[config.mk]
export PLATFORM = sky130hd
export DESIGN_NAME = frame_prefix_top
export DESIGN_NICKNAME = d
export VERILOG_FILES = /design/src/hw/frame_prefix_pkg.sv /design/src/hw/bit_tick_if.sv /design/src/hw/bit_prescaler.sv /design/src/hw/frame_prefix_top.sv
export VERILOG_INCLUDE_DIRS = /design/src /design/src/hw
export SDC_FILE = /design/constraint.sdc
export NUM_CORES = 1
export LEC_CHECK = 0
export CAP_MARGIN = 20
export CORE_UTILIZATION = 50
export CTS_BUF_LIST = sky130_fd_sc_hd__clkbuf_8 sky130_fd_sc_hd__clkbuf_16
export CTS_CLUSTER_DIAMETER = 60
export DETAILED_ROUTE_END_ITERATION = 8
export DONT_BUFFER_PORTS = 1
export PLACE_DENSITY = 0.74
export SETUP_SLACK_MARGIN = 0.02
export SLEW_MARGIN = 20
export SYNTH_ARGS = -nofsm -noshare
export SYNTH_HDL_FRONTEND = slang
export SYNTH_HIERARCHICAL = 1
export SYNTH_SLANG_ARGS = --single-unit
export TNS_END_PERCENT = 30
[constraint.sdc]
create_clock -name ref_clk -period 3.11 [get_ports ref_clk]
set_clock_uncertainty 0.05 [all_clocks]
set_input_delay 0.622 -clock ref_clk [delete_from_list [all_inputs] [get_ports ref_clk]]
set_output_delay 0.622 -clock ref_clk [all_outputs]
set_load 0.02 [all_outputs]
[src/hw/frame_prefix_regs.svh]
`ifndef FRAME_PREFIX_REGS_SVH
`define FRAME_PREFIX_REGS_SVH

// Register byte offsets
`define OFS_BIT_CLOCK_PRESCALE 12'h114
`define OFS_RADIO_WARMUP_LEAD  12'h118
`define OFS_PREAMBLE_PATTERN   12'h11C
`define OFS_SYNC_WORD_LOW      12'h124
`define OFS_SYNC_WORD_HIGH     12'h128
`define OFS_FRAME_CONTROL      12'h130
`define OFS_FRAME_STATUS       12'h134

// Field positions
`define PRESCALE_MSB     15
`define TX_LEAD_MSB      27
`define TX_LEAD_LSB      16
`define RX_LEAD_MSB      11
`define RX_LEAD_LSB      0
`define CTRL_REPEAT_MSB  3
`define CTRL_REPEAT_LSB  0
`define CTRL_TX_START    4
`define CTRL_RX_START    5
`define CTRL_STD_MODE    6

// Reset values
`define RST_PRESCALE     16'h0000
`define RST_WARMUP       12'h000
`define RST_WORD         32'h0000_0000
`define RST_REPEAT       4'h0

// Word length figures
`define WORD_LAST_BIT    5'h1F
`define STD_HIGH_LAST    5'h07

`endif

[src/hw/frame_prefix_pkg.sv]
package frame_prefix_pkg;

    // Sequencer states
    typedef enum logic [2:0] {
        ST_IDLE,
        ST_TX_LEAD,
        ST_TX_PRE,
        ST_TX_SYNC_LO,
        ST_TX_SYNC_HI,
        ST_RX_LEAD
    } seq_state_t;

    typedef logic [15:0] prescale_t;
    typedef logic [11:0] lead_t;

endpackage

[src/hw/bit_tick_if.sv]
`timescale 1ns/100ps
interface bit_tick_if;
    import frame_prefix_pkg::*;

    prescale_t divider;
    logic      tick;

    modport ctl (output divider, input  tick);
    modport div (input  divider, output tick);
endinterface

[src/hw/bit_prescaler.sv]
`timescale 1ns/100ps
module bit_prescaler #(
    parameter int CW = 16
) (
    // Clock and reset
    input  wire logic ref_clk,
    input  wire logic rst_b,
    // Divider setting and tick
    bit_tick_if.div   tk
);
    import frame_prefix_pkg::*;

    logic [CW-1:0] cnt_q;
    logic [CW-1:0] cnt_d;
    logic          tick_q;
    logic          tick_d;

    // Reload after divider+1 cycles, one tick per reload
    always_comb begin
        if (cnt_q >= tk.divider[CW-1:0]) begin
            cnt_d  = '0;
            tick_d = 1'b1;
        end else begin
            cnt_d  = cnt_q + 1'b1;
            tick_d = 1'b0;
        end
    end

    // Counter runs on the peripheral clock
    always_ff @(posedge ref_clk) begin
        if (!rst_b) begin
            cnt_q  <= '0;
            tick_q <= 1'b0;
        end else begin
            cnt_q  <= cnt_d;
            tick_q <= tick_d;
        end
    end

    assign tk.tick = tick_q;
endmodule

[src/hw/frame_prefix_top.sv]
// Function
// - Bit clock is the input clock over the prescale value plus one.
// - The prescaler counts on the peripheral clock.
// - The prescale register is write-only and resets to zero.
// - Tx warmup leads the first preamble bit by the set bit periods.
// - Rx warmup leads the first expected bit by the set bit periods.
// - Warmup bits 31:28 and 15:12 are reserved with no function.
// - A software-written 32-bit pattern is sent as the preamble.
// - The preamble repeats as often as the 4-bit repeat field says.
// - The lower sync word is held and sent before the upper one.
// - The upper sync word follows, only its low 8 bits in std mode.
//
// Design decision made here: the Wishbone slave port.
`timescale 1ns/100ps
`include "frame_prefix_regs.svh"
module frame_prefix_top (
    // Clock and reset
    input  wire logic                     ref_clk,
    input  wire logic                     rst_b,
    // Wishbone slave
    input  wire logic                     wb_cyc_i,
    input  wire logic                     wb_stb_i,
    input  wire logic                     wb_we_i,
    input  wire logic [11:0]              wb_adr_i,
    input  wire logic [3:0]               wb_sel_i,
    input  wire logic [31:0]              wb_dat_i,
    output logic      [31:0]              wb_dat_o,
    output logic                          wb_ack_o,
    // Modem side
    output logic                          tx_warmup,
    output logic                          tx_bit,
    output logic                          tx_bit_stb,
    output logic                          rx_warmup,
    output logic                          rx_expect,
    output frame_prefix_pkg::prescale_t   bit_divider
);
    import frame_prefix_pkg::*;

    bit_tick_if tk ();

    // Register state
    prescale_t   div_q,    div_d;
    lead_t       txl_q,    txl_d;
    lead_t       rxl_q,    rxl_d;
    logic [31:0] pre_q,    pre_d;
    logic [31:0] slo_q,    slo_d;
    logic [31:0] shi_q,    shi_d;
    logic [3:0]  rep_q,    rep_d;
    logic        std_q,    std_d;
    logic        ack_q,    ack_d;
    logic [31:0] rdat_q,   rdat_d;
    logic        go_tx,    go_rx;

    // Sequencer state
    seq_state_t  st_q,     st_d;
    lead_t       lcnt_q,   lcnt_d;
    logic [4:0]  idx_q,    idx_d;
    logic [3:0]  rcnt_q,   rcnt_d;
    logic        txw_q,    txw_d;
    logic        rxw_q,    rxw_d;
    logic        bit_q,    bit_d;
    logic        stb_q,    stb_d;
    logic        exp_q,    exp_d;
    logic        wr_en;
    logic [31:0] wr_mask;

    bit_prescaler #(.CW(16)) u_presc (
        .ref_clk (ref_clk),
        .rst_b   (rst_b),
        .tk      (tk)
    );

    assign tk.divider = div_q;
    assign wr_en      = wb_cyc_i & wb_stb_i & wb_we_i & ~ack_q;
    assign wr_mask    = {{8{wb_sel_i[3]}}, {8{wb_sel_i[2]}},
                         {8{wb_sel_i[1]}}, {8{wb_sel_i[0]}}};

    // Merge write data under byte lanes
    function automatic logic [31:0] merge(input logic [31:0] old);
        merge = (old & ~wr_mask) | (wb_dat_i & wr_mask);
    endfunction

    // Register writes, read mux and single-cycle ack
    always_comb begin
        logic [31:0] m;
        m      = '0;
        div_d  = div_q;
        txl_d  = txl_q;
        rxl_d  = rxl_q;
        pre_d  = pre_q;
        slo_d  = slo_q;
        shi_d  = shi_q;
        rep_d  = rep_q;
        std_d  = std_q;
        go_tx  = 1'b0;
        go_rx  = 1'b0;
        ack_d  = wb_cyc_i & wb_stb_i & ~ack_q;
        rdat_d = '0;
        if (wr_en) begin
            unique case (wb_adr_i)
                `OFS_BIT_CLOCK_PRESCALE: begin
                    m     = merge({16'h0000, div_q});
                    div_d = m[`PRESCALE_MSB:0];
                end
                `OFS_RADIO_WARMUP_LEAD: begin
                    m     = merge({4'h0, txl_q, 4'h0, rxl_q});
                    txl_d = m[`TX_LEAD_MSB:`TX_LEAD_LSB];
                    rxl_d = m[`RX_LEAD_MSB:`RX_LEAD_LSB];
                end
                `OFS_PREAMBLE_PATTERN: pre_d = merge(pre_q);
                `OFS_SYNC_WORD_LOW:    slo_d = merge(slo_q);
                `OFS_SYNC_WORD_HIGH:   shi_d = merge(shi_q);
                `OFS_FRAME_CONTROL: begin
                    m     = merge({25'h0, std_q, 2'b00, rep_q});
                    rep_d = m[`CTRL_REPEAT_MSB:`CTRL_REPEAT_LSB];
                    std_d = m[`CTRL_STD_MODE];
                    go_tx = m[`CTRL_TX_START];
                    go_rx = m[`CTRL_RX_START];
                end
                default: ;
            endcase
        end
        if (wb_cyc_i & wb_stb_i & ~wb_we_i & ~ack_q) begin
            unique case (wb_adr_i)
                `OFS_RADIO_WARMUP_LEAD:
                    rdat_d = {4'h0, txl_q, 4'h0, rxl_q};
                `OFS_PREAMBLE_PATTERN: rdat_d = pre_q;
                `OFS_SYNC_WORD_LOW:    rdat_d = slo_q;
                `OFS_SYNC_WORD_HIGH:   rdat_d = shi_q;
                `OFS_FRAME_CONTROL:
                    rdat_d = {25'h0, std_q, 2'b00, rep_q};
                `OFS_FRAME_STATUS:
                    rdat_d = {27'h0, st_q, rxw_q, txw_q};
                default: rdat_d = '0;
            endcase
        end
    end

    // Register bank flops
    always_ff @(posedge ref_clk) begin
        if (!rst_b) begin
            div_q  <= `RST_PRESCALE;
            txl_q  <= `RST_WARMUP;
            rxl_q  <= `RST_WARMUP;
            pre_q  <= `RST_WORD;
            slo_q  <= `RST_WORD;
            shi_q  <= `RST_WORD;
            rep_q  <= `RST_REPEAT;
            std_q  <= 1'b0;
            ack_q  <= 1'b0;
            rdat_q <= `RST_WORD;
        end else begin
            div_q  <= div_d;
            txl_q  <= txl_d;
            rxl_q  <= rxl_d;
            pre_q  <= pre_d;
            slo_q  <= slo_d;
            shi_q  <= shi_d;
            rep_q  <= rep_d;
            std_q  <= std_d;
            ack_q  <= ack_d;
            rdat_q <= rdat_d;
        end
    end

    // Frame prefix sequencer
    always_comb begin
        st_d   = st_q;
        lcnt_d = lcnt_q;
        idx_d  = idx_q;
        rcnt_d = rcnt_q;
        txw_d  = txw_q;
        rxw_d  = rxw_q;
        bit_d  = bit_q;
        stb_d  = 1'b0;
        exp_d  = 1'b0;
        unique case (st_q)
            ST_IDLE: begin
                lcnt_d = '0;
                idx_d  = '0;
                rcnt_d = '0;
                if (go_tx) begin
                    txw_d = 1'b1;
                    if (txl_q != '0)
                        st_d = ST_TX_LEAD;
                    else if (rep_q != '0)
                        st_d = ST_TX_PRE;
                    else
                        st_d = ST_TX_SYNC_LO;
                end else if (go_rx) begin
                    rxw_d = 1'b1;
                    if (rxl_q != '0) begin
                        st_d = ST_RX_LEAD;
                    end else begin
                        exp_d = 1'b1;
                        rxw_d = 1'b0;
                    end
                end
            end
            ST_TX_LEAD: if (tk.tick) begin
                lcnt_d = lcnt_q + 1'b1;
                if (lcnt_q + 1'b1 == txl_q)
                    st_d = (rep_q != '0) ? ST_TX_PRE : ST_TX_SYNC_LO;
            end
            ST_TX_PRE: if (tk.tick) begin
                bit_d = pre_q[idx_q];
                stb_d = 1'b1;
                idx_d = idx_q + 1'b1;
                if (idx_q == `WORD_LAST_BIT) begin
                    rcnt_d = rcnt_q + 1'b1;
                    if (rcnt_q + 1'b1 == rep_q)
                        st_d = ST_TX_SYNC_LO;
                end
            end
            ST_TX_SYNC_LO: if (tk.tick) begin
                bit_d = slo_q[idx_q];
                stb_d = 1'b1;
                idx_d = idx_q + 1'b1;
                if (idx_q == `WORD_LAST_BIT)
                    st_d = ST_TX_SYNC_HI;
            end
            ST_TX_SYNC_HI: if (tk.tick) begin
                bit_d = shi_q[idx_q];
                stb_d = 1'b1;
                idx_d = idx_q + 1'b1;
                if (idx_q == (std_q ? `STD_HIGH_LAST : `WORD_LAST_BIT)) begin
                    st_d  = ST_IDLE;
                    txw_d = 1'b0;
                end
            end
            ST_RX_LEAD: if (tk.tick) begin
                lcnt_d = lcnt_q + 1'b1;
                if (lcnt_q + 1'b1 == rxl_q) begin
                    exp_d = 1'b1;
                    rxw_d = 1'b0;
                    st_d  = ST_IDLE;
                end
            end
            default: st_d = ST_IDLE;
        endcase
    end

    // Sequencer flops
    always_ff @(posedge ref_clk) begin
        if (!rst_b) begin
            st_q   <= ST_IDLE;
            lcnt_q <= '0;
            idx_q  <= '0;
            rcnt_q <= '0;
            txw_q  <= 1'b0;
            rxw_q  <= 1'b0;
            bit_q  <= 1'b0;
            stb_q  <= 1'b0;
            exp_q  <= 1'b0;
        end else begin
            st_q   <= st_d;
            lcnt_q <= lcnt_d;
            idx_q  <= idx_d;
            rcnt_q <= rcnt_d;
            txw_q  <= txw_d;
            rxw_q  <= rxw_d;
            bit_q  <= bit_d;
            stb_q  <= stb_d;
            exp_q  <= exp_d;
        end
    end

    // Outputs straight from flops
    assign wb_dat_o    = rdat_q;
    assign wb_ack_o    = ack_q;
    assign tx_warmup   = txw_q;
    assign tx_bit      = bit_q;
    assign tx_bit_stb  = stb_q;
    assign rx_warmup   = rxw_q;
    assign rx_expect   = exp_q;
    assign bit_divider = div_q;
endmodule

After elaboration in Yosys (flattened, before gate mapping)
Cells that the tools add are included.
{"block": "classes", "addsub": 4, "mux": 58, "n_reduce_logical": 28, "bitwise": 23, "n_lt_le_gt_ge": 2, "n_eq_ne": 35}
{"operator": "$pmux W32 S6", "count": 1}
{"operator": "$and A32 B32 Y32", "count": 4}
{"operator": "$or A32 B32 Y32", "count": 3}
{"operator": "$eq A12 B9 Y1 const B", "count": 7}
{"operator": "$mux W3", "count": 14}
{"operator": "$not A32 Y32", "count": 1}
{"operator": "$and A28 B28 Y28", "count": 1}
{"operator": "$or A28 B28 Y28", "count": 1}
{"operator": "$mux W1", "count": 26}
{"operator": "$eq A12 B12 Y1", "count": 2}
{"operator": "$pmux W12 S2", "count": 1}
{"operator": "$reduce_bool A12 Y1", "count": 2}
{"operator": "$reduce_and A2 Y1", "count": 10}
{"operator": "$ne A2 B2 Y1 const B", "count": 9}
{"operator": "$pmux W3 S6", "count": 1}
{"operator": "$add A16 B1 Y16 const B", "count": 1}
{"operator": "$and A16 B16 Y16", "count": 1}
{"operator": "$ge A16 B16 Y1", "count": 1}
{"operator": "$or A16 B16 Y16", "count": 1}
{"operator": "$bmux W1 S5", "count": 3}
{"operator": "$ne A2 B1 Y1 const B", "count": 7}
{"operator": "$reduce_and A13 Y1", "count": 1}
{"operator": "$add A12 B1 Y12 const B", "count": 1}
{"operator": "$mux W12", "count": 1}
{"operator": "other kinds (30)", "count": 50}
{"block": "word_totals", "wordCells": 171, "reg_bits": 220, "output_inout_bits": 54, "in_bits": 53}

Depth between registers and ports, before layout
{"block": "logic_depth", "ltp_word": 8, "depth_mapped": 10, "ltp_nobuf": 9}

By module
Netlist, hierarchy kept.
{"module": "frame_prefix_top", "cells_per_inst": 1094, "n_inst": 1, "seq_area_each_um2": 4063.9, "area_each_um2": 9744.3}
{"module": "bit_prescaler", "cells_per_inst": 128, "n_inst": 1, "seq_area_each_um2": 340.3, "area_each_um2": 1071.0}

Worst setup path before layout
OpenSTA, ideal clock, no wires.
{"block": "synth_path", "path_kind": "in2reg", "start": "input port wb_adr_i[9]", "end": "register (tool-made name)", "path_buffers": 1, "setup_time_ns": 0.128, "t_required_ns": 2.932, "arrival_ns": 2.396, "setup_slack_ns": 0.536, "path_stages": 8, "cell_sequence": "nor4b_1 and3_1 nand3b_1 or2_2 buf_2 nor2_4 mux2i_1 nor2_1"}
{"element": "from (decl)", "line": "frame_prefix_top.sv:24", "source": "input wire logic [11:0] wb_adr_i,"}

Worst setup path after layout
{"block": "layout_path", "start": "register lcnt_q[1]", "end": "register st_q[1]"}
{"block": "layout_between", "elab_chain_cells": 4, "elab_cells_between_ends": 6, "classes_between": "1 x add/sub; 4 x eq/ne; 1 x reduce/logical"}
{"element": "from (decl)", "line": "frame_prefix_top.sv:56", "source": "lead_t lcnt_q, lcnt_d;"}
{"element": "from (signal assigned)", "line": "frame_prefix_top.sv:257", "source": "lcnt_q <= lcnt_d;"}
{"element": "$add A12 B1 Y12 *", "line": "frame_prefix_top.sv:202, frame_prefix_top.sv:233"}
{"element": "$eq A12 B12 Y1 (on tied branches)", "line": "frame_prefix_top.sv:233, frame_prefix_top.sv:202"}
{"element": "$ne A2 B2 Y1 (no line)"}
{"element": "$reduce_and A13 Y1 (no line) *"}
{"element": "to (signal assigned)", "line": "frame_prefix_top.sv:256", "source": "st_q <= st_d;"}
{"element": "to (decl)", "line": "frame_prefix_top.sv:55", "source": "seq_state_t st_q, st_d;"}
Every way passes the cells marked *; elsewhere a longest branch is shown, timed or not.
A chain may end at the register's enable or synchronous reset.

==> impl_results.md <==
* Combinational family with the most area after synthesis: simple AND/OR/NAND/NOR gates
* Total power density per cell area at between 500 and 600 nW/um^2
* Cell-by-cell listing of the critical path: ha_1 > and3_1 > and3_1 > xor3_4 > a221oi_2 > nand4_2 > o211ai_2 > o2111a_1
* Count of buffers inserted at the top-level ports at 0
* Kind of start point of the critical path: flip-flop
* Max-slew violation count at 0
* # H-tree levels at 1
* Total of max-cap violations at 0
* Number of synthesized register bits at 220
* Pwr Total at around 6.8 mW
* Setup repair after global routing missed its margin: no
* Clk buf depth at 3
* Count of TritonRoute iterations in the first routing pass at 7
* Delay of the slowest cell on the worst path at between 400 and 500 ps
* Root buffer cell: sky130_fd_sc_hd__clkbuf_16
* Synth-to-layout area growth at 10.8%
* Number of buffers added by the clock tree synthesis step at 26
* Result of the run: finished clean
* Destination of the worst register-to-register timing path: st_q[1]
* Number of global-route vias before repair at 8779
* Clock slew at the register clock pins of the worst setup and hold paths at approximately 60 ps
* Final setup violation count at 0
* Headroom to the max-slew limit at 52.5%
* Worst IR Drop VDD at just over 0.0005 V
* Critical path endpoint category: flip-flop
* Ant. Diodes at 0
* Adder-cell area share of the yosys netlist at under 10%
* Post-CTS Hold Fix Bufs at 0
* TritonCTS clock tree: done
* Area occupied by registers at about 4400 sq um
* Die Area at roughly 22000 sq um
* Number of enable-type register cells in the synthesized netlist at 0
* Antenna-violating nets left at 0
* Synthesized-area fraction occupied by xor and xnor cells at 5.08%
* Placeable core region at around 21000 sq um
* Total GRT Usage at roughly 28%
* Last weighted congestion value of the routability-driven placer at 0.938
* Total half-perimeter wirelength after legalization and detailed placement at around 22000 um
* Via density per instance at 6.22
* Static power due to leakage at 4.11 nW
* Slew at the pin closest to its max-slew limit at around 700 ps
* Number of top-level pins at approximately 110
* Async S/R FF share, synth at 0%
* Cell Area, Placed at approximately 11000 sq um
* Data required time at the worst endpoint at roughly 3500 ps
* Clock period minus worst slack at approximately 2600 ps
* Basic-gate share of the synthesized area counting and, or, nand and nor cells at 19.4%
* Slowest-stage cell, CP: sky130_fd_sc_hd__dfxtp_1
* Average cell area after synthesis at between 8 and 9 sq um
* Nets@finish at approximately 1300
* Die X-Extent at 149 um
* Cell with the most instances on the worst path: sky130_fd_sc_hd__and3_1
* Number of instances resized during post-cts repair at 0
* Initial standard-cell utilization of the core at between 50% and 60%
* Grt ovf at 0
* Multiplexer share of the synthesized area at 13.2%
* Type of the worst setup path: flip-flop to flip-flop
* Syn Inst Count at 1222
* Total nets after synthesis at 1296
* Compound-gate portion of the synthesized area at between 10% and 20%
* Core Rows at 53
* Launch instance of the worst min-delay path: rst_b
* Design area at approximately 12000 sq um
* Summed instance area of the synthesized netlist at 10800 sq um
* Fmax achieved at ~390 MHz
* Crit path DAT at about 3000 ps
* Largest driver fanout on the critical path at 5
* Wirelength per Cell at between 20 and 25 um
* Count of cell types in the netlist at 77
* DIE HEIGHT at ~150 um
* Reg-to-reg slack, setup at between 500 and 600 ps
* Number of failing hold endpoints at the final stage at 0
* Fraction of layout instances using a drive strength above 1 at 10.5%
* Hold Path Stages at 2
* Area of combinational cells with multiple inputs at between 5000 and 6000 sq um
* Filler cell count at roughly 1800
* Period utilisation layout at a little over four fifths
* Post-Route WL at about 31000 um
* Hold-critical path endpoint: u_presc/tk.tick
* Main synth FF type: sky130_fd_sc_hd__dfxtp_1
* Initial detailed-routing violation count at between 900 and 1000
* Worst-skew pair later-pin latency at 530 ps
* Vias at roughly 9300
* Worst R2R Path Depth at 8
* Synth Warn # at 6
* Number of antenna violations at the first check in global routing at 0
* Post-CTS Setup Repair Bufs at 0
* DRC errors left at 0
* Largest net degree at the start of global routing at 73
* Source of the worst register-to-register timing path: lcnt_q[1]
* Worst min-delay path class: input port to flip-flop
* Setup TNS after final layout at 0 ps
* Global-route wire length before repair at a little under 50000 um
* Fraction of the yosys area taken by sequential cells at 40.7%
* Number of sinks on the clock net at 220
-- Yosys cell counts, drive strengths merged (20+ instances only) --
cell type / number / area [sq um]
xnor2: 25 / 226
nand3: 30 / 160
ha: 21 / 263
mux2i: 81 / 811
inv: 28 / 105
o21ai: 47 / 235
a21oi: 131 / 656
nand2: 186 / 698
nor2: 150 / 588
mux4: 25 / 563
xor2: 20 / 175
dfxtp: 220 / 4400
clkbuf: 55 / 267
-- cell type report --
type                       instances  share of cell area [%]
multi-input combinational        904                    49.6
sequential                       220                    36.8
clock buffer                      30                    5.98
tap                              275                    2.87
clock inverter                    17                    2.05
timing repair buffer              23                    1.86
inverter                          28                   0.898
-- how the worst max path moves through the flow --
stage	from	to	slack, ps	depth (start not counted)
after global placement	wb_adr_i[9]	flip-flop	290	8
final	lcnt_q[1]	st_q[1]	510	8
after global routing	idx_q[0]	st_q[0]	340	9
after CTS	lcnt_q[1]	st_q[1]	510	8
after detailed placement	wb_adr_i[9]	flip-flop	220	8
after floorplan	wb_adr_i[9]	flip-flop	540	8
-- critical path: cells and delay by family, from the launching register on --
family / cells / cell delay [ps]
AND/OR/NAND/NOR: 3 / 790
AO/OA/AOI/OAI: 3 / 640
flip-flops: 1 / 410
XOR/XNOR: 1 / 390
adder cells (fa/ha/maj): 1 / 260
-- metrics by stage --
step	setup WS (ps)	utilization, %	std cells	hold slack, ps
2_1_floorplan	536	-	1222	388
3_3_place_gp	290	52.3	1450	404
3_5_place_dp	217	52.3	1450	411
4_1_cts	511	56.8	1497	152
5_1_grt	342	56.8	1497	170
6_report	513	56.8	1497	164
-- cell families (layout without fill, tap and decap cells) --
kind of cell,count (synthesis),count (layout)
buffers and inverters,98,98
AND/OR/NAND/NOR,460,460
flip-flops,220,220
AO/OA/AOI/OAI,261,261
multiplexers,111,111
XOR/XNOR,51,51
adder cells (fa/ha/maj),21,21
-- metal layers --
metal	global-route usage, %	wire length, um	up-vias
met2	43.2	13900	508
met3	5.75	2880	89
met4	11.2	1230	0
met1	37.1	12600	4408
li1	-	-	4308
met5	0	0	-
-- cell usage in the layout, fill, tap and decap left out, types with 4 or more instances in the layout --
master / netlist / layout
sky130_fd_sc_hd__nor3_1: 12 / 12
sky130_fd_sc_hd__o21ai_0: 44 / 44
sky130_fd_sc_hd__dfxtp_1: 220 / 219
sky130_fd_sc_hd__xnor2_1: 24 / 24
sky130_fd_sc_hd__buf_4: 2 / 19
sky130_fd_sc_hd__mux2i_1: 81 / 81
sky130_fd_sc_hd__nand3_1: 28 / 28
sky130_fd_sc_hd__nor4_1: 7 / 7
sky130_fd_sc_hd__nor2_2: 4 / 5
sky130_fd_sc_hd__and3_1: 12 / 12
sky130_fd_sc_hd__mux2_2: 5 / 5
sky130_fd_sc_hd__a22oi_1: 19 / 19
sky130_fd_sc_hd__clkbuf_16: 0 / 27
sky130_fd_sc_hd__nor2b_1: 7 / 7
sky130_fd_sc_hd__nor3b_1: 5 / 5
sky130_fd_sc_hd__nand4_1: 12 / 12
sky130_fd_sc_hd__nand2b_1: 6 / 6
sky130_fd_sc_hd__bufinv_16: 0 / 6
sky130_fd_sc_hd__a222oi_1: 18 / 18
sky130_fd_sc_hd__a21oi_1: 131 / 131
sky130_fd_sc_hd__a211oi_1: 6 / 6
sky130_fd_sc_hd__nor2_1: 144 / 143
sky130_fd_sc_hd__a221oi_1: 6 / 6
sky130_fd_sc_hd__ha_1: 21 / 21
sky130_fd_sc_hd__inv_1: 27 / 31
sky130_fd_sc_hd__buf_12: 0 / 4
sky130_fd_sc_hd__xor2_1: 20 / 20
sky130_fd_sc_hd__and2_1: 7 / 7
sky130_fd_sc_hd__nand2_1: 186 / 186
sky130_fd_sc_hd__mux4_2: 25 / 25
-- power by group --
part           internal (mW)  switching [mW]
Combinational          0.203           0.333
Sequential              2.84          0.0834
Clock                   2.15            1.23
Total                   5.19            1.64
Power figures use the tool's default switching activity.
